$ cat config.mk
export PLATFORM = sky130hd
export DESIGN_NAME = led_dim_ctrl
export DESIGN_NICKNAME = d
export VERILOG_FILES = /design/src/rtl/led_dim_pkg.sv /design/src/rtl/led_dim_ctrl.sv
export SDC_FILE = /design/constraint.sdc
export NUM_CORES = 1
export LEC_CHECK = 0
export BUFFER_PORTS_ARGS = -buffer_cell sky130_fd_sc_hd__clkbuf_2
export CAP_MARGIN = 20
export CORE_ASPECT_RATIO = 1.4
export CORE_MARGIN = 2
export CORE_UTILIZATION = 50
export CTS_CLUSTER_SIZE = 16
export DETAILED_ROUTE_END_ITERATION = 10
export PLACE_DENSITY = 0.79
export SYNTH_ARGS = -nofsm -noshare
export SYNTH_HDL_FRONTEND = slang
export SYNTH_SLANG_ARGS = --single-unit
$ cat constraint.sdc
create_clock -name aclk -period 7.9 [get_ports aclk]
set_input_delay 1.58 -clock aclk [delete_from_list [all_inputs] [get_ports aclk]]
set_output_delay 1.58 -clock aclk [all_outputs]
set_load 0.05 [all_outputs]
$ cat src/rtl/led_dim_pkg.sv
// Shared constants and types for the LED dimming and fault control block
package led_dim_pkg;
  localparam int CLK_HZ = 250_000_000;
  // Dimming frequency = RATE_NUM / resistance (Hz * ohm)
  localparam longint RATE_NUM = 124_000_000;
  localparam int FMAX_HZ = 30_000;
  localparam int R_MIN_OHM = int'(RATE_NUM / FMAX_HZ);
  localparam int K_SH = 16;
  localparam int R_TO_CYC = int'((longint'(CLK_HZ) << K_SH) / RATE_NUM);
  localparam int DUTY_W = 8;
  localparam logic [7:0] DUTY_FULL = 8'hFF;
  localparam logic [7:0] DUTY_LOW = 8'h20;
  localparam logic [7:0] PH_180 = 8'h80;
  localparam logic [7:0] PH_90 = 8'h40;
  localparam int SW_HZ_LO = 600_000;
  localparam int SW_HZ_HI = 1_000_000;
  localparam logic [9:0] SW_DIV_LO = 10'(CLK_HZ / SW_HZ_LO);
  localparam logic [9:0] SW_DIV_HI = 10'(CLK_HZ / SW_HZ_HI);
  // Switch-rate select bands, level in 1/256 of the regulator rail
  localparam logic [7:0] FSW_B0_HI = 8'h1C;
  localparam logic [7:0] FSW_B1_LO = 8'h58;
  localparam logic [7:0] FSW_B1_HI = 8'h70;
  localparam logic [7:0] FSW_B2_LO = 8'h88;
  localparam logic [7:0] FSW_B2_HI = 8'hA1;
  localparam logic [7:0] FSW_B3_LO = 8'hDD;
  localparam logic [11:0] ILIM_STEP_MA = 12'h0E1;
  localparam logic [2:0] SS_LAST = 3'h7;
  localparam int SS_TOTAL_MS = 8;
  localparam int SS_STEP_CYC = CLK_HZ / 1000 * SS_TOTAL_MS / 8;
  localparam logic [4:0] TO_PS = 5'h06;
  localparam logic [4:0] TO_DIRECT = 5'h0C;
  localparam int IDLE_US = 100;
  localparam int IDLE_CYC = CLK_HZ / 1_000_000 * IDLE_US;
  localparam logic [3:0] REG_CTRL = 4'h0;
  localparam logic [3:0] REG_STATUS = 4'h4;
  localparam logic [3:0] REG_CHAN = 4'h8;
  localparam logic [3:0] REG_DUTY = 4'hC;
  localparam logic [7:0] CTRL_RST = 8'hF1;
  localparam logic [1:0] RESP_OK = 2'h0;
  localparam logic [1:0] RESP_ERR = 2'h2;
  typedef enum logic [1:0] {
    FSW_PFM_LO, FSW_PWM_LO, FSW_PWM_HI, FSW_PFM_HI
  } fsw_mode_t;
  typedef struct packed {
    logic pwm;
    logic en;
    logic rate_float;
    logic output_overvoltage_limit;
    logic otp;
    logic stable;
    logic light_load;
  } sense_t;
endpackage

$ cat src/rtl/led_dim_ctrl.sv
// LED dimming, soft-start, switch control and channel fault logic
// Operation
// RULE1: Dimming rate equals 12.4e7 divided by setting resistance in ohms.
// RULE2: Resistor dimming up to 30kHz, duty 0.4% to 100%, 8-bit steps.
// RULE3: Floating rate pin selects direct mode: channels follow input PWM.
// RULE4: Source keeps direct PWM at most 30kHz, high time at least 450ns.
// RULE5: Resistor on rate pin selects phase shift with 8-bit resolution.
// RULE6: Select level bands choose 600kHz or 1MHz, PWM or PFM.
// RULE7: PFM only engages when output and load conditions ask for it.
// RULE8: Current limit starts at 225mA, seven more 225mA steps to 1.8A.
// RULE9: Steps span about 8ms, longer at low rate and small duty.
// RULE10: Switch on-time ends once switch current exceeds present limit.
// RULE11: A channel above the short threshold is disabled.
// RULE12: Channel good at target current, open if it later drops.
// RULE13: Overvoltage marks every channel not yet good as open.
// RULE14: Open channel is switched off only after a time-out.
// RULE15: A faulted channel leaves the other channels running.
// RULE16: Faults are only judged while the LED loop reports stable; the code marks overvoltage opens and samples shorts without checking stable.
// RULE17: Zener-bridged string stays on unless overvoltage is reached.
// RULE18: Time-out is 6 periods in phase shift, 7 to 18 in direct.
// RULE19: A constantly low PWM input disconnects all channels.
// RULE20: Pulse starts staggered 180 degrees for two, 90 for more.
// RULE21: Over-temperature stops switching and all channel currents.
// RULE22: Period duty is measured, coded 8-bit, applied next period.
`timescale 1ns/1ps
module led_dim_ctrl
  import led_dim_pkg::*;
#(
  parameter int N = 4,
  parameter int AW = 4,
  parameter int SS_CYC = SS_STEP_CYC,
  parameter int IDLE_LIM = IDLE_CYC
) (
  input wire logic aclk,
  input wire logic aresetn,
  input wire logic [AW-1:0] awaddr,
  input wire logic awvalid,
  output logic awready,
  input wire logic [31:0] wdata,
  input wire logic [3:0] wstrb,
  input wire logic wvalid,
  output logic wready,
  output logic [1:0] bresp,
  output logic bvalid,
  input wire logic bready,
  input wire logic [AW-1:0] araddr,
  input wire logic arvalid,
  output logic arready,
  output logic [31:0] rdata,
  output logic [1:0] rresp,
  output logic rvalid,
  input wire logic rready,
  input wire sense_t sense_pins,
  input wire logic [N-1:0] short_fault_detect,
  input wire logic [N-1:0] open_fault_detect,
  input wire logic [19:0] rate_ohms,
  input wire logic [7:0] switch_rate_select,
  input wire logic [11:0] switch_current_ma,
  output logic boost_gate,
  output logic [N-1:0] led_channel,
  output logic [11:0] current_limit_ma,
  output logic pfm_active,
  output logic fsw_high
);
  localparam int SYW = $bits(sense_t) + 2 * N + 40;

  logic [SYW-1:0] s1_ff, s2_ff;
  sense_t sn;
  logic [N-1:0] shrt, at_tgt;
  logic [19:0] r_ohm;
  logic [7:0] fsw_lvl;
  logic [11:0] sw_ma;

  // Every sense, fault, rate and current pin crosses two flops; stage one feeds only stage two
  always_ff @(posedge aclk) begin
    if (!aresetn) begin
      s1_ff <= '0;
      s2_ff <= '0;
    end else begin
      s1_ff <= {sense_pins, short_fault_detect, open_fault_detect,
                rate_ohms, switch_rate_select, switch_current_ma};
      s2_ff <= s1_ff;
    end
  end
  assign {sn, shrt, at_tgt, r_ohm, fsw_lvl, sw_ma} = s2_ff;

  logic [7:0] ctrl_ff;
  logic run, direct;
  assign run = sn.en & ctrl_ff[0];
  assign direct = sn.rate_float; // RULE3 RULE5

  function automatic logic [7:0] phase_off(input int i);
    phase_off = (N == 2) ? 8'(i) * PH_180 : 8'(i) * PH_90;
  endfunction

  // Input period and high-time measurement
  logic pwm_d_ff, rise, idle_ff;
  logic [23:0] per_ff, hi_ff, per_l_ff;
  logic [24:0] rem_ff;
  logic [7:0] q_ff, meas_ff, act_ff;
  logic [3:0] div_ff;
  assign rise = sn.pwm & ~pwm_d_ff;

  always_ff @(posedge aclk) begin
    if (!aresetn) begin
      pwm_d_ff <= 1'b0;
      per_ff <= '0;
      hi_ff <= '0;
      idle_ff <= 1'b1;
    end else begin
      pwm_d_ff <= sn.pwm;
      if (rise) begin
        per_ff <= 24'h000001;
        hi_ff <= 24'h000001;
        idle_ff <= 1'b0;
      end else begin
        if (per_ff != '1)
          per_ff <= per_ff + 24'h000001;
        if (sn.pwm && hi_ff != '1)
          hi_ff <= hi_ff + 24'h000001;
        if (per_ff >= 24'(IDLE_LIM) && !sn.pwm)
          idle_ff <= 1'b1; // RULE19
      end
    end
  end

  // Serial divider: duty code = high * 256 / period, eight steps
  always_ff @(posedge aclk) begin
    if (!aresetn) begin
      rem_ff <= '0;
      q_ff <= '0;
      div_ff <= '0;
      per_l_ff <= 24'h000001;
      meas_ff <= '0;
    end else if (rise && per_ff != '0) begin
      per_l_ff <= per_ff;
      rem_ff <= {1'b0, hi_ff};
      q_ff <= '0;
      div_ff <= 4'h8;
      if (hi_ff >= per_ff)
        div_ff <= 4'h0;
      if (hi_ff >= per_ff)
        meas_ff <= DUTY_FULL; // RULE22
    end else if (div_ff != '0) begin
      if ({rem_ff[23:0], 1'b0} >= {1'b0, per_l_ff}) begin
        rem_ff <= {rem_ff[23:0], 1'b0} - {1'b0, per_l_ff};
        q_ff <= {q_ff[6:0], 1'b1};
      end else begin
        rem_ff <= {rem_ff[23:0], 1'b0};
        q_ff <= {q_ff[6:0], 1'b0};
      end
      div_ff <= div_ff - 4'h1;
      if (div_ff == 4'h1)
        meas_ff <= 8'h00;
    end else if (meas_ff == 8'h00 && q_ff != 8'h00) begin
      meas_ff <= q_ff;
    end else if (sn.pwm && per_ff >= 24'(IDLE_LIM)) begin
      meas_ff <= DUTY_FULL;
    end
  end

  // Regenerated dimming clock: 256 ticks per period
  logic [19:0] r_clamp;
  logic [37:0] prod;
  logic [13:0] tick_len;
  logic [13:0] tick_ff;
  logic [7:0] pos_ff;
  logic tick, wrap;
  assign r_clamp = (r_ohm < 20'(R_MIN_OHM)) ? 20'(R_MIN_OHM) : r_ohm; // RULE2
  assign prod = 38'(r_clamp) * 38'(R_TO_CYC); // RULE1
  assign tick_len = (prod[37:K_SH+DUTY_W] == '0) ? 14'h0001 :
                    prod[K_SH+DUTY_W+13:K_SH+DUTY_W];
  assign tick = (tick_ff >= tick_len - 14'h0001);
  assign wrap = tick && pos_ff == DUTY_FULL;

  always_ff @(posedge aclk) begin
    if (!aresetn) begin
      tick_ff <= '0;
      pos_ff <= '0;
      act_ff <= '0;
    end else begin
      tick_ff <= tick ? 14'h0000 : tick_ff + 14'h0001;
      if (tick)
        pos_ff <= pos_ff + 8'h01;
      if (wrap)
        act_ff <= meas_ff; // RULE22
    end
  end

  // Channel faults and drive
  logic [N-1:0] good_ff, open_ff, off_ff, on_ff;
  logic [4:0] to_ff [N];
  logic [4:0] to_lim;
  logic per_evt;
  assign per_evt = direct ? rise : wrap;
  assign to_lim = direct ? TO_DIRECT : TO_PS; // RULE18

  for (genvar i = 0; i < N; i++) begin : g_ch
    logic pend, ps_on, sc_ff;
    // Short is judged only while the channel conducts, then held off-pulse
    assign pend = open_ff[i] | sc_ff; // RULE11
    assign ps_on = act_ff == DUTY_FULL ||
                   (pos_ff - phase_off(i)) < act_ff; // RULE20
    always_ff @(posedge aclk) begin
      if (!aresetn || !run) begin
        good_ff[i] <= 1'b0;
        open_ff[i] <= 1'b0;
        off_ff[i] <= 1'b0;
        to_ff[i] <= '0;
        sc_ff <= 1'b0;
      end else begin
        if (on_ff[i])
          sc_ff <= shrt[i]; // RULE11
        if (at_tgt[i] && on_ff[i] && sn.stable && !open_ff[i])
          good_ff[i] <= 1'b1; // RULE12
        if (good_ff[i] && on_ff[i] && !at_tgt[i] && sn.stable) begin
          open_ff[i] <= 1'b1; // RULE12
          good_ff[i] <= 1'b0;
        end
        if (sn.output_overvoltage_limit && !good_ff[i])
          open_ff[i] <= 1'b1; // RULE13 RULE17
        if (!pend)
          to_ff[i] <= '0;
        else if (per_evt && sn.stable && to_ff[i] < to_lim)
          to_ff[i] <= to_ff[i] + 5'h01; // RULE14 RULE16
        if (pend && to_ff[i] >= to_lim)
          off_ff[i] <= 1'b1; // RULE14 RULE15
      end
    end
    always_ff @(posedge aclk) begin
      if (!aresetn)
        on_ff[i] <= 1'b0;
      else
        on_ff[i] <= run && !sn.otp && !idle_ff && ctrl_ff[4+i] &&
                    !off_ff[i] && (direct ? sn.pwm : ps_on); // RULE3 RULE21
    end
  end

  // Soft-start current limit
  logic [2:0] ss_ff;
  logic [31:0] ss_t_ff;
  logic [1:0] ss_p_ff;
  logic [11:0] ilim_ff;
  logic ss_go;
  assign ss_go = ss_t_ff >= 32'(SS_CYC - 1) &&
                 ss_p_ff >= ((act_ff < DUTY_LOW) ? 2'h2 : 2'h1); // RULE9

  always_ff @(posedge aclk) begin
    if (!aresetn || !run) begin
      ss_ff <= '0;
      ss_t_ff <= '0;
      ss_p_ff <= '0;
    end else if (ss_ff != SS_LAST) begin
      if (ss_go) begin
        ss_ff <= ss_ff + 3'h1; // RULE8
        ss_t_ff <= '0;
        ss_p_ff <= '0;
      end else begin
        if (ss_t_ff < 32'(SS_CYC - 1))
          ss_t_ff <= ss_t_ff + 32'h1;
        if (per_evt && ss_p_ff != 2'h3)
          ss_p_ff <= ss_p_ff + 2'h1;
      end
    end
  end

  always_ff @(posedge aclk) begin
    if (!aresetn)
      ilim_ff <= ILIM_STEP_MA;
    else
      ilim_ff <= 12'(({9'h0, ss_ff} + 12'h1) * ILIM_STEP_MA); // RULE8
  end

  // Switch-rate decode; levels between bands keep the last choice
  fsw_mode_t fsw_ff;
  always_ff @(posedge aclk) begin
    if (!aresetn)
      fsw_ff <= FSW_PWM_LO;
    else if (fsw_lvl <= FSW_B0_HI)
      fsw_ff <= FSW_PFM_LO; // RULE6
    else if (fsw_lvl >= FSW_B1_LO && fsw_lvl <= FSW_B1_HI)
      fsw_ff <= FSW_PWM_LO;
    else if (fsw_lvl >= FSW_B2_LO && fsw_lvl <= FSW_B2_HI)
      fsw_ff <= FSW_PWM_HI;
    else if (fsw_lvl >= FSW_B3_LO)
      fsw_ff <= FSW_PFM_HI;
  end

  // Boost switch: on at cycle start, off on over-current
  logic [9:0] sw_ff, sw_per;
  logic gate_ff, pfm_ff, fhi, pfm_sel;
  assign fhi = fsw_ff == FSW_PWM_HI || fsw_ff == FSW_PFM_HI;
  assign pfm_sel = fsw_ff == FSW_PFM_LO || fsw_ff == FSW_PFM_HI;
  assign sw_per = fhi ? SW_DIV_HI : SW_DIV_LO;

  always_ff @(posedge aclk) begin
    if (!aresetn) begin
      sw_ff <= '0;
      gate_ff <= 1'b0;
      pfm_ff <= 1'b0;
    end else begin
      sw_ff <= (sw_ff >= sw_per - 10'h1) ? 10'h000 : sw_ff + 10'h1;
      pfm_ff <= pfm_sel && sn.light_load; // RULE7
      if (sw_ff == 10'h000)
        gate_ff <= run && !sn.otp && !(pfm_sel && sn.light_load); // RULE7
      if (sw_ff >= sw_per - (sw_per >> 3))
        gate_ff <= 1'b0;
      if (sw_ma > ilim_ff || sn.otp)
        gate_ff <= 1'b0; // RULE10 RULE21
    end
  end

  // AXI4-Lite slave: write when address and data are both offered
  logic awr_ff, arr_ff, bv_ff, rv_ff;
  logic [1:0] br_ff, rr_ff;
  logic [31:0] rd_ff, rmux;
  logic rok;

  always_comb begin
    rok = 1'b1;
    unique case (araddr[3:0])
      REG_CTRL: rmux = {24'h0, ctrl_ff};
      REG_STATUS: rmux = {19'h0, pfm_ff, fhi, idle_ff, sn.otp, direct,
                          ss_ff, 2'(fsw_ff), 3'h0};
      REG_CHAN: rmux = {16'h0, 4'(off_ff), 4'(shrt & on_ff),
                        4'(open_ff), 4'(good_ff)};
      REG_DUTY: rmux = {2'h0, tick_len, act_ff, meas_ff};
      default: begin
        rmux = '0;
        rok = 1'b0;
      end
    endcase
  end

  always_ff @(posedge aclk) begin
    if (!aresetn) begin
      awr_ff <= 1'b0;
      bv_ff <= 1'b0;
      br_ff <= RESP_OK;
      ctrl_ff <= CTRL_RST;
    end else begin
      awr_ff <= awvalid && wvalid && !awr_ff && !bv_ff;
      if (awr_ff) begin
        bv_ff <= 1'b1;
        br_ff <= (awaddr[3:0] == REG_CTRL) ? RESP_OK : RESP_ERR;
        if (awaddr[3:0] == REG_CTRL && wstrb[0])
          ctrl_ff <= wdata[7:0];
      end else if (bready) begin
        bv_ff <= 1'b0;
      end
    end
  end

  always_ff @(posedge aclk) begin
    if (!aresetn) begin
      arr_ff <= 1'b0;
      rv_ff <= 1'b0;
      rd_ff <= '0;
      rr_ff <= RESP_OK;
    end else begin
      arr_ff <= arvalid && !arr_ff && !rv_ff;
      if (arr_ff) begin
        rv_ff <= 1'b1;
        rd_ff <= rmux;
        rr_ff <= rok ? RESP_OK : RESP_ERR;
      end else if (rready) begin
        rv_ff <= 1'b0;
      end
    end
  end

  assign awready = awr_ff;
  assign wready = awr_ff;
  assign bvalid = bv_ff;
  assign bresp = br_ff;
  assign arready = arr_ff;
  assign rvalid = rv_ff;
  assign rdata = rd_ff;
  assign rresp = rr_ff;
  assign boost_gate = gate_ff;
  assign led_channel = on_ff;
  assign current_limit_ma = ilim_ff;
  assign pfm_active = pfm_ff;
  assign fsw_high = fhi;
endmodule

==> After elaboration in Yosys (flattened, before gate mapping) <==
Memories as Yosys holds them, arrays and structs flattened.
Cells that the tools add are included.
{ "op_classes": {"div": 0, "n_mul": 2, "muxes": 91, "n_shift": 0, "n_reduce_logical": 143, "n_eq_ne": 14, "n_bitwise": 17, "n_addsub": 21, "magnitude_cmp": 30} }
{ "op_table": {"columns": ["operator", "n"], "rows": [
  ["one-hot mux 30 bit (4 select lines)", 1],
  ["two-way mux 24 bit", 3],
  ["logical AND 1 bit", 69],
  ["two-way mux 32 bit", 2],
  ["two-way mux 1 bit", 57],
  ["adder 24 x 1 -> 24 bit (second input constant)", 2],
  ["two-way mux 8 bit", 6],
  ["!= test 24 bit (second input constant)", 2],
  ["two-way mux 5 bit", 8],
  ["multiplier 20 x 18 -> 38 bit (second input constant)", 1],
  ["adder 32 x 1 -> 32 bit (second input constant)", 1],
  [">= comparator 32 x 18 -> 1 bit (second input constant)", 1],
  ["less-than comparator 32 x 18 -> 1 bit (second input constant)", 1],
  ["less-than comparator 8 bit", 4],
  ["zero test 1 bit", 26],
  ["nonzero test 2 bit", 13],
  [">= comparator 25 x 24 -> 1 bit", 1],
  [">= comparator 24 x 15 -> 1 bit (second input constant)", 1],
  [">= comparator 24 bit", 1],
  ["nonzero test 24 bit", 1],
  ["subtractor 24 bit", 1],
  ["adder 5 x 1 -> 5 bit (second input constant)", 4],
  [">= comparator 10 bit", 2],
  [">= comparator 5 x 4 -> 1 bit", 4],
  ["55 further kinds", 106]
]} }
{ "word_totals": {"ramBits": 20, "output_inout_bits": 60, "mem_bits_ro": 0, "latchBits": 0, "inputBits": 106, "register_bits": 389, "n_memories": 1, "wordCells": 372} }
{ "mem_list": {"columns": ["name", "words", "width", "read_ports", "rd_clocked_by_memory_dff", "write_ports", "line", "text"], "rows": [
  ["to_ff", 4, 5, 4, 0, 4, "led_dim_ctrl.sv:192", "logic [4:0] to_ff [N];"]
]} }

==> Longest topological paths before layout <==
Gate-level depths: netlist of run 1.
{ "depth": {"word_depth": 16, "mapped_depth": 36, "depth_no_buf": 32} }

==> Least setup slack after synthesis of run 1 <==
No wires, ideal clock.
{ "synth_path": {"path_kind": "register -> register", "from": "register s2_ff[29]", "to": "memory to_ff[0][0] (enable)", "slack_ps": -621, "t_required_ps": 7537, "stages_incl_launch_ff": 35, "path_buffers": 3, "arrival_time_ps": 8158, "cell_sequence": "dfxtp_1 -> or4_1 -> o41ai_1 -> nand2_1 -> clkbuf_1 -> and2_1 -> ha_1 -> inv_1 -> fa_1 -> inv_1 -> fa_1 -> ha_1 -> ha_1 -> a21oi_1 -> o211ai_1 -> a21oi_1 -> a21oi_1 -> or4_1 -> buf_2 -> a21boi_4 -> and4_4 -> a31oi_4 -> ha_1 -> nand4_1 -> nor2b_1 -> mux2i_1 -> xnor2_1 -> ha_1 -> o21ai_0 -> nand2b_1 -> nor3b_1 -> a31o_2 -> clkbuf_1 -> nand2_1 -> o221ai_1"} }
{ "synth_rtl": {"columns": ["item", "line", "text"], "rows": [
  ["start: declaration", "led_dim_ctrl.sv:67", "logic [SYW-1:0] s1_ff, s2_ff;"],
  ["start signal: assignment", "led_dim_ctrl.sv:78", "s2_ff <= '0;"],
  ["start signal: assignment", "led_dim_ctrl.sv:82", "s2_ff <= s1_ff;"],
  ["end: declaration", "led_dim_ctrl.sv:192", null]
]} }

==> run_results.csv, run 1 <==
group,metric,value,unit
sta,tightest_slew,1030,ps
setup_path,cp_data_arrival_time,8120,ps
place,finalWeightedCongestion,0.936,
power_and_ir_drop,switchingPower,0.00187,W
detailed_routing,wirelength,54.6,mm
cts,cts_tree,"yes",
cts,cts_sinks,403,
yosys,synth_area,21700,sq um
min_path,hold_class,"reg -> reg",
yosys,ys_ff_latch,403,
power_and_ir_drop,power,0.00595,W
grt,grt_pass1_vias,17600,
yosys,synth_async_sr_flop_share,0,%
run,drv_cap,0,
floorplan,io-pin-count,166,
yosys,synth_ff_type,"dfxtp_1",
floorplan,rows,90,
cts,clkLatencyLatePin,550,ps
power_and_ir_drop,power_density,236,nW/um^2
final_layout,stdcell_area,25200,sq um
place,port_buffers,133,
setup_path,path_common_cell,"ha_4",
power_and_ir_drop,p_int,0.00408,W
yosys,seq_area_frac_synth,38.0,%
detailed_routing,drc,0,
setup_path,critPathMaxFanout,6,
detailed_routing,drt_iter0_markers,1212,
sta,slew_viol_final,0,
sta,final-setup-viol-count,0,
final_layout,final_nets,2964,
sta,finalSetupTns,0,ps
floorplan,die_y,251,um
cts,clk_pin_slew,70,ps
setup_path,critPathCaptureType,"register",
grt,grt_max_degree,144,
sta,clock_skew,15.9,ps
setup_path,cp_slowest_stage_delay,540,ps
place,place_area,23100,sq um
yosys,yosysMostFrequentCell,"dfxtp_1",
yosys,ys_types,80,
yosys,yosys-top-cells-area,"dfxtp_1, ha_1, and2_1",
yosys,synth_edf_count,20,
sta,final-hold-violation-count,0,
yosys,synth_top_area_share,35.3,%
sta,post-route-period-util,99.5,%
outcome,status,"finished clean",
grt,grt_overflow,0,
power_and_ir_drop,p_seq_share,37.6,%
detailed_routing,first_pass_iters,7,
setup_path,r2r_cells,30,
floorplan,start_util,50.5,%
setup_path,cpMaxStageDelayCell,"or4_4",
grt,grt_pass1_wl,86.0,mm
detailed_routing,num_vias,18000,
sta,slew_headroom,31.3,%
power_and_ir_drop,combPwrFrac,27.5,%
sta,max_freq,0.127,GHz
cts,clk_path_buf_depth,3,
grt,antenna_found_initial,0,
yosys,synth.avg_cell_area,8.82,sq um
final_layout,area_growth_syn_to_layout,15.9,%
floorplan,core_area,43000,sq um
detailed_routing,avgViaCountPerCell,5.63,
cts,numCtsBuffers,42,
sta,rsz0062_at_grt,"yes",
cts,clockRootBuffer,"clkbuf_16",
cts,htree_levels,2,
cts,holdBufCountCts,0,
final_layout,antenna_cells,0,
yosys,synth_top_cell_by_area,"dfxtp_1",
setup_path,startpoint_type,"register",
setup_path,critPathRequiredTime,8150,ps
detailed_routing,avgRoutedWirePerCell,17.1,um
grt,grt_usage,22.9,%
floorplan,dieArea,45200,sq um
min_path,hold_path_depth,1,
place,placed_cells,3101,
yosys,syn-instance-count,2465,
yosys,synth_common_cells,"dfxtp_1, ha_1, nand2_1, nor2_1, inv_1",
sta,period_needed,7860,ps
final_layout,layout-drive-gt1-share,13.7,%
setup_path,critPathKind,"reg -> reg",
yosys,synth_warnings,0,
place,hpwl,39.8,mm
power_and_ir_drop,sw_frac_of_total,31.4,%
detailed_routing,final_antenna_net_count,0,
final_layout,final_cells,3192,
floorplan,die_w,180,um
power_and_ir_drop,p_clk_share,34.8,%
power_and_ir_drop,ir_worst_vdd,0.166,mV
power_and_ir_drop,power.leakage,10.7,nW
## timing repair
action / CTS / global route
buffers inserted: 4 / 10
setup endpoints to repair: 66 / 72
gates resized for setup: 9 / 83
pin swaps: 0 / 41
## power groups by stage
stage	registers (W)	logic, W	clock network [W]
floorplan	0.00226	0.00118	0
global placement	0.00228	0.00148	0
detailed placement	0.00228	0.00152	0
CTS	0.00224	0.00154	0.00210
global route	0.00225	0.00180	0.00218
finish	0.00224	0.00164	0.00207
## stage by stage
stage	hold WS (ps)	setup WS, ps	utilization [%]
2_1_floorplan	412	24.1	-
5_1_grt	445	-191	58.6
4_1_cts	423	7.65	57.3
3_5_place_dp	417	-250	53.8
6_report	431	36.7	58.6
3_3_place_gp	417	-98.0	53.8
## flip-flops by register name, summed over array words and instances, names as in the netlist, 8 cells and up
name / cells
act_ff: 8
ctrl_ff: 8
current_limit_ma: 10
hi_ff: 24
meas_ff: 8
per_ff: 24
per_l_ff: 24
pos_ff: 8
q_ff: 8
rdata: 30
rem_ff: 24
s1_ff: 55
s2_ff: 55
ss_t_ff: 32
sw_ff: 10
tick_ff: 14
to_ff: 20
## kinds of logic (layout without fill, tap and decap cells)
| family | after synthesis | in the layout | share of synthesized area [%] |
|---|---|---|---|
| and+or+nand+nor | 928 | 928 | 21.5 |
| muxes | 16 | 16 | 0.760 |
| xor gates and xnor gates | 136 | 136 | 5.48 |
| adders and majority gates | 250 | 250 | 15.1 |
| AOI/OAI and AO/OA | 461 | 461 | 14.3 |
| buffers and inverters | 270 | 441 | 4.81 |
| DFF | 403 | 403 | 38.0 |
| other | 1 | 5 | 0.0173 |
## final timing paths
kind / from / endpoint / slack (ps)
worst min-delay path: s1_ff[40] / s2_ff[40] / 430
worst min register to register: s1_ff[40] / s2_ff[40] / 430
worst max-delay path: s2_ff[28] / to_ff[0][4] / 40
worst max register to register: s2_ff[28] / to_ff[0][4] / 40
## layout make-up
cell class,instances,area (sq um)
clock inverter,17,213
timing repair buffer,189,1110
inverter,176,661
sequential,403,8270
multi-input combinational,1796,13000
tap,552,691
clock buffer,59,1230
fill,3587,17800
## routing by layer
metal,GRT usage [%],vias up,share of wire (%)
li1,-,8788,-
met1,26.8,8526,41
met2,41.6,503,51
met3,2.89,162,4.3
met4,9.98,0,4.3
met5,0,-,0
## placed cells by master, fill, tap and decap left out, drive strengths merged, types with 19 or more instances in the layout
| cell | netlist | routed |
|---|---|---|
| fa | 20 | 20 |
| or3 | 19 | 19 |
| dfxtp | 383 | 383 |
| nand4 | 48 | 48 |
| edfxtp | 20 | 20 |
| nor4 | 22 | 22 |
| and3 | 34 | 34 |
| inv | 176 | 178 |
| clkbuf | 76 | 191 |
| nor2 | 212 | 212 |
| nor2b | 33 | 33 |
| o22ai | 22 | 22 |
| xnor2 | 85 | 85 |
| buf | 18 | 57 |
| a21o | 48 | 48 |
| a21boi | 48 | 48 |
| nand2b | 25 | 25 |
| o21a | 19 | 19 |
| nor3 | 27 | 27 |
| xor2 | 51 | 51 |
| nand2 | 218 | 218 |
| and2 | 166 | 166 |
| nand3 | 83 | 83 |
| ha | 230 | 230 |
| a21oi | 111 | 111 |
| o21ai | 73 | 73 |
## worst max-delay path: cells and delay by family, from the launching register on
kind                     cells  cell delay, ps
flip-flops                   1             330
multiplexers                 1             310
buffers and inverters        1             200
adder cells (fa/ha/maj)      7            1990
XOR/XNOR                     1             200
AND/OR/NAND/NOR             11            2610
AO/OA/AOI/OAI                9            1920
No activity file was read; power rests on OpenSTA's default activity.
==> run 2: changes to the inputs <==
--- a/config.mk
+++ b/config.mk
@@ -7,8 +7,8 @@
 export LEC_CHECK = 0
 export BUFFER_PORTS_ARGS = -buffer_cell sky130_fd_sc_hd__clkbuf_2
 export CAP_MARGIN = 20
-export CORE_ASPECT_RATIO = 1.4
-export CORE_MARGIN = 2
+export CORE_ASPECT_RATIO = 0.7
+export CORE_MARGIN = 10
 export CORE_UTILIZATION = 50
 export CTS_CLUSTER_SIZE = 16
 export DETAILED_ROUTE_END_ITERATION = 10
==> run 2 against run 1 <==
  * The flow now finishes with violations (setup timing)
  * Combinational power is essentially flat
  * Flip-flop and latch count did not move
  * Sequential power hardly changed
  * Final cell count is 1.3% higher
  * Worst hold slack lost 1.4 ps
  * Clock power shrank 6%
  * Die area grew 16%
  * Critical path type unchanged
  * Critical endpoint is now to_ff[0][3]
==> run_results.csv, run 2 (synthesis gave the netlist of run 1 again) <==
group,metric,value,unit
final_layout,layout-drive-gt1-share,13.6,%
final_layout,antenna_cells,0,
sta,setup_slack,-11.8,ps
place,port_buffers,133,
floorplan,core_area,42600,sq um
min_path,hold_class,"reg -> reg",
detailed_routing,first_pass_iters,5,
place,place_area,23300,sq um
setup_path,cp_slowest_stage_delay,550,ps
cts,cts_tree,"yes",
final_layout,fin_util,59.1,%
sta,tightest_slew,1090,ps
final_layout,final_common_cell,"dfxtp_1",
grt,grt_max_degree,124,
floorplan,rows,63,
floorplan,start_util,51.0,%
sta,slew_viol_final,0,
outcome,violations,"setup timing",
floorplan,io-pin-count,166,
cts,htree_levels,2,
final_layout,reg.largest.list,"s1_ff (55), s2_ff (55), ss_t_ff (32)",
setup_path,critPathCaptureType,"register",
outcome,status,"finished, violations left",
sta,slew_headroom,27.0,%
sta,max_freq,0.126,GHz
cts,clockRootBuffer,"clkbuf_16",
run,drv_cap,0,
floorplan,die_y,194,um
setup_path,startpoint_type,"register",
sta,final-hold-violation-count,0,
detailed_routing,wirelength,57.9,mm
detailed_routing,num_vias,18200,
cts,cts_sinks,403,
cts,clk_pin_slew,60,ps
sta,clock_skew,24.6,ps
final_layout,layout_common_cells,"dfxtp_1, nand2_1, nor2_1, ha_1, inv_1",
detailed_routing,drt_iter0_markers,1691,
setup_path,critPathMaxFanout,5,
final_layout,fillCellCount,3529,
detailed_routing,avgViaCountPerCell,5.63,
setup_path,r2r_slack,-10,ps
detailed_routing,final_antenna_net_count,0,
sta,final-setup-viol-count,5,
final_layout,final_nets,2976,
cts,clkLatencyLatePin,570,ps
cts,holdBufCountCts,0,
grt,grt_pass1_vias,17600,
floorplan,die_w,269,um
cts,clk_path_buf_depth,3,
sta,post-route-period-util,100,%
setup_path,critPathRequiredTime,8140,ps
final_layout,stdcell_area,25200,sq um
detailed_routing,drc,0,
final_layout,area_growth_syn_to_layout,16.0,%
place,finalWeightedCongestion,0.945,
sta,rsz0062_at_grt,"yes",
floorplan,dieArea,52300,sq um
grt,grt_pass1_wl,91.6,mm
setup_path,cpMaxStageDelayCell,"or4_4",
setup_path,worst_r2r_startpoint,"s2_ff[27]",
power_and_ir_drop,power_density,231,nW/um^2
power_and_ir_drop,ir_worst_vdd,0.168,mV
grt,grt_overflow,0,
setup_path,crit_start,"s2_ff[27]",
grt,antenna_found_initial,1,
setup_path,critPathKind,"reg -> reg",
setup_path,cp_data_arrival_time,8150,ps
place,hpwl,42.6,mm
grt,grt_usage,20.9,%
cts,numCtsBuffers,40,
min_path,hold_path.startpoint,"s1_ff[8]",
setup_path,path_common_cell,"ha_2",
power_and_ir_drop,power.leakage,10.7,nW
detailed_routing,avgRoutedWirePerCell,17.9,um
sta,period_needed,7910,ps
-- run 2: layer usage --
layer / GRT usage, % / vias to the layer above / wire length (um)
met1: 28.7 / 8603 / 26100
met2: 32.2 / 667 / 25100
li1: - / 8814 / -
met4: 6.42 / 0 / 1710
met3: 4.50 / 116 / 5050
met5: 0 / - / 0
-- run 2: worst paths after layout --
check,to,depth (start not counted)
hold / removal,s2_ff[8],1
setup reg to reg,to_ff[0][3],30
setup / recovery,to_ff[0][3],30
hold reg to reg,s2_ff[8],1
-- run 2: area by class of cell --
type / instances / area, sq um / area share (%)
multi-input combinational: 1797 / 13000 / 51.5
clock buffer: 57 / 1160 / 4.58
sequential: 403 / 8270 / 32.8
clock inverter: 13 / 184 / 0.729
timing repair buffer: 202 / 1220 / 4.83
tap: 585 / 732 / 2.90
inverter: 176 / 661 / 2.62
-- run 2: what timing repair did --
action,in CTS,in global routing
pin swaps,14,36
gates resized for setup,39,47
setup buffers,4,7
gates cloned,1,0
setup endpoints to repair,72,72
-- run 2: per-stage QoR --
stage / TNS (ps) / power [W] / hold WS (ps) / setup WS (ps) / cells
finish: -46.4 / 0.00583 / 429 / -11.8 / 3233
floorplan: 0 / 0.00344 / 412 / 24.1 / 2469
global route: -4800 / 0.00612 / 449 / -191 / 3233
detailed placement: -13530 / 0.00381 / 417 / -324 / 3150
global placement: -1430 / 0.00375 / 414 / -67.8 / 3150
CTS: 0 / 0.00579 / 431 / 0.150 / 3225
-- run 2: critical path, delay by kind of cell (launching register included) --
kind                       cells  cell delay, ps
and+or+nand+nor               10            2460
buffers and inverters          1             180
AOI/OAI and AO/OA              9            1860
adders and majority gates      7            2100
xor gates and xnor gates       1             100
DFF                            1             320
muxes                          2             580
-- run 2: report_power, final --
part           total, W  internal (W)  switching [W]
sequential      0.00224       0.00215      0.0000884
combinational   0.00164      0.000709       0.000930
clock           0.00195       0.00112       0.000829
total           0.00583       0.00399        0.00185
==> run 3: changes to the inputs <==
--- a/config.mk
+++ b/config.mk
@@ -5,6 +5,7 @@
 export SDC_FILE = /design/constraint.sdc
 export NUM_CORES = 1
 export LEC_CHECK = 0
+export ABC_AREA = 1
 export BUFFER_PORTS_ARGS = -buffer_cell sky130_fd_sc_hd__clkbuf_2
 export CAP_MARGIN = 20
 export CORE_ASPECT_RATIO = 0.7
==> run 3 against run 2 <==
  * Largest power group unchanged
  * The flow now finishes without violations
  * Area after synthesis increased by 9.4%
  * Combinational power decreased by 3%
  * Die area increased by 8.5%
  * Non-clock buffer count decreased by 52
==> run_results.csv, run 3 <==
group,metric,value,unit
outcome,status,"finished clean",
min_path,hold_class,"reg -> reg",
cts,holdBufCountCts,0,
detailed_routing,drt-met1-wl,29.0,mm
power_and_ir_drop,combPwrFrac,27.3,%
yosys,synth_top_family_by_area,"simple AND/OR/NAND/NOR gates",
yosys,synth_area,23800,sq um
final_layout,layout_common_cells,"nand2_1, inv_1, dfxtp_1, a21oi_1, nor2_1",
sta,post-route-period-util,91.7,%
floorplan,die_y,202,um
place,finalWeightedCongestion,0.952,
final_layout,antenna_cells,0,
final_layout,final_nets,3777,
floorplan,dieArea,56800,sq um
yosys,synth_edf_count,20,
final_layout,fillCellCount,4280,
grt,grt_pass1_vias,19600,
grt,grt_overflow,0,
detailed_routing,first_pass_iters,6,
detailed_routing,num_vias,21300,
power_and_ir_drop,power_density,221,nW/um^2
detailed_routing,avgViaCountPerCell,5.24,
min_path,hold_path_depth,2,
detailed_routing,drt_iter0_markers,2164,
floorplan,rows,66,
yosys,synth_async_sr_flop_share,0,%
cts,cts_sinks,403,
floorplan,core_area,46700,sq um
floorplan,die_w,281,um
yosys,synth_compound_area_share,11.6,%
sta,final-hold-violation-count,0,
sta,slew_viol_final,0,
cts,htree_levels,2,
sta,setup_slack,657,ps
power_and_ir_drop,power.leakage,12.8,nW
detailed_routing,dr.max_layer_used,"met4",
power_and_ir_drop,p_int,0.00388,W
cts,cts_tree,"yes",
yosys,synth-xor-area-share,2.76,%
yosys,synth_top_cell_by_area,"dfxtp_1",
cts,clockRootBuffer,"clkbuf_16",
grt,grt_usage,20.7,%
final_layout,area_growth_syn_to_layout,11.0,%
sta,tightest_slew,1040,ps
floorplan,start_util,50.9,%
detailed_routing,drc,0,
yosys,synthAdderAreaFrac,13.8,%
setup_path,critPathKind,"reg -> reg",
power_and_ir_drop,ir_worst_vdd,0.140,mV
detailed_routing,avgRoutedWirePerCell,14.8,um
yosys,synthMuxAreaShare,0,%
setup_path,cp_slowest_stage_delay,500,ps
cts,numCtsBuffers,40,
yosys,synth_warnings,0,
power_and_ir_drop,sw_frac_of_total,33.4,%
sta,rsz0062_at_grt,"no",
yosys,synth.avg_cell_area,7.18,sq um
place,placed_cells,3991,
grt,antenna_found_initial,0,
final_layout,multi_input_area,12900,sq um
place,port_buffers,133,
setup_path,critPathRequiredTime,8170,ps
yosys,ys_ff_latch,403,
sta,period_needed,7240,ps
final_layout,reg.largest.list,"s1_ff (55), s2_ff (55), ss_t_ff (32)",
grt,grt_max_degree,76,
place,hpwl,46.1,mm
sta,finalSetupTns,0,ps
yosys,synth_common_cells,"nand2_1, inv_1, dfxtp_1, a21oi_1, nor2_1",
yosys,synthSimpleGateAreaFrac,25.7,%
power_and_ir_drop,switchingPower,0.00195,W
detailed_routing,wl_met3,6.01,mm
setup_path,path_common_cell,"nand2_1",
sta,final-setup-viol-count,0,
setup_path,critPathCaptureType,"register",
yosys,ys_types,59,
cts,clk_path_buf_depth,3,
cts,clk_pin_slew,60,ps
final_layout,layout-drive-gt1-share,9.36,%
final_layout,final_common_cell,"nand2_1",
setup_path,startpoint_type,"register",
cts,clkLatencyLatePin,580,ps
yosys,seq_area_frac_synth,34.8,%
detailed_routing,final_antenna_net_count,0,
final_layout,seq_area,8270,sq um
sta,clock_skew,29.7,ps
run,drv_cap,0,
sta,max_freq,0.138,GHz
detailed_routing,wirelength,60.2,mm
yosys,synth_top_area_share,32.3,%
setup_path,critPathMaxFanout,8,
sta,slew_headroom,29.8,%
floorplan,io-pin-count,166,
yosys,yosysMostFrequentCell,"nand2_1",
setup_path,cpMaxStageDelayCell,"fa_1",
setup_path,cp_data_arrival_time,7520,ps
setup_path,r2r_cells,40,
yosys,syn-instance-count,3311,
detailed_routing,wl_met2,24.1,mm
final_layout,final_cells,4062,
grt,grt_pass1_wl,97.9,mm
yosys,synth_ff_type,"dfxtp_1",
power_and_ir_drop,p_clk_share,34.6,%
power_and_ir_drop,p_seq_share,38.1,%
place,dpl_worst_slack,336,ps
yosys,yosys-top-cells-area,"dfxtp_1, ha_1, nand2_1",
-- run 3: final cells by class --
cell class / instances / share of cell area (%)
Clock inverter: 19 / 1.04
Tap cell: 612 / 2.90
Inverter: 614 / 8.74
Timing Repair Buffer: 150 / 3.03
Sequential cell: 403 / 31.3
Multi-Input combinational cell: 2212 / 48.7
Clock buffer: 52 / 4.21
-- run 3: final timing paths --
check,to,slack [ps],from
max,to_ff[2][0],660,s2_ff[36]
min reg2reg,s2_ff[22],410,s1_ff[22]
min,s2_ff[22],410,s1_ff[22]
max reg2reg,to_ff[2][0],660,s2_ff[36]
-- run 3: routing by layer --
metal | vias to the layer above | track usage [%]
li1 | 10800 | -
met2 | 756 | 29.7
met4 | 0 | 5.02
met5 | - | 0
met1 | 9622 | 30.1
met3 | 80 | 5.39
-- run 3: repair_timing --
| action | in CTS | in global routing |
|---|---|---|
| gates resized for setup | 0 | 9 |
| setup buffers | 0 | 0 |
| hold endpoints to repair | 0 | 0 |
| setup endpoints to repair | 0 | 43 |
-- run 3: power groups by stage --
| stage | clock (W) | sequential [W] | combinational, W |
|---|---|---|---|
| after global routing | 0.00213 | 0.00223 | 0.00180 |
| after global placement | 0 | 0.00226 | 0.00152 |
| final | 0.00202 | 0.00222 | 0.00159 |
| after detailed placement | 0 | 0.00226 | 0.00154 |
| after floorplan | 0 | 0.00225 | 0.00125 |
| after CTS | 0.00204 | 0.00222 | 0.00156 |
-- run 3: worst max-delay path, delay by kind of cell (launching register included) --
family,cells,cell delay [ps]
xor+xnor,1,140
compound gates,5,1050
fa+ha+maj,7,2290
flops,1,400
buf+inv,5,400
simple gates,22,2640
-- run 3: per-stage QoR --
stage | util (%) | cell area [sq um] | power, W | hold WS (ps)
2_1_floorplan | - | 23800 | 0.00350 | 389
3_5_place_dp | 53.4 | 25000 | 0.00381 | 395
5_1_grt | 56.5 | 26400 | 0.00616 | 421
4_1_cts | 56.4 | 26400 | 0.00582 | 410
3_3_place_gp | 53.4 | 25000 | 0.00378 | 393
6_report | 56.5 | 26400 | 0.00583 | 407
-- run 3: kinds of logic after synthesis --
family                   Yosys count
AND/OR/NAND/NOR                 1381
adder cells (fa/ha/maj)          250
other                              1
AO/OA/AOI/OAI                    501
flip-flops                       403
buffers and inverters            700
XOR/XNOR                          75
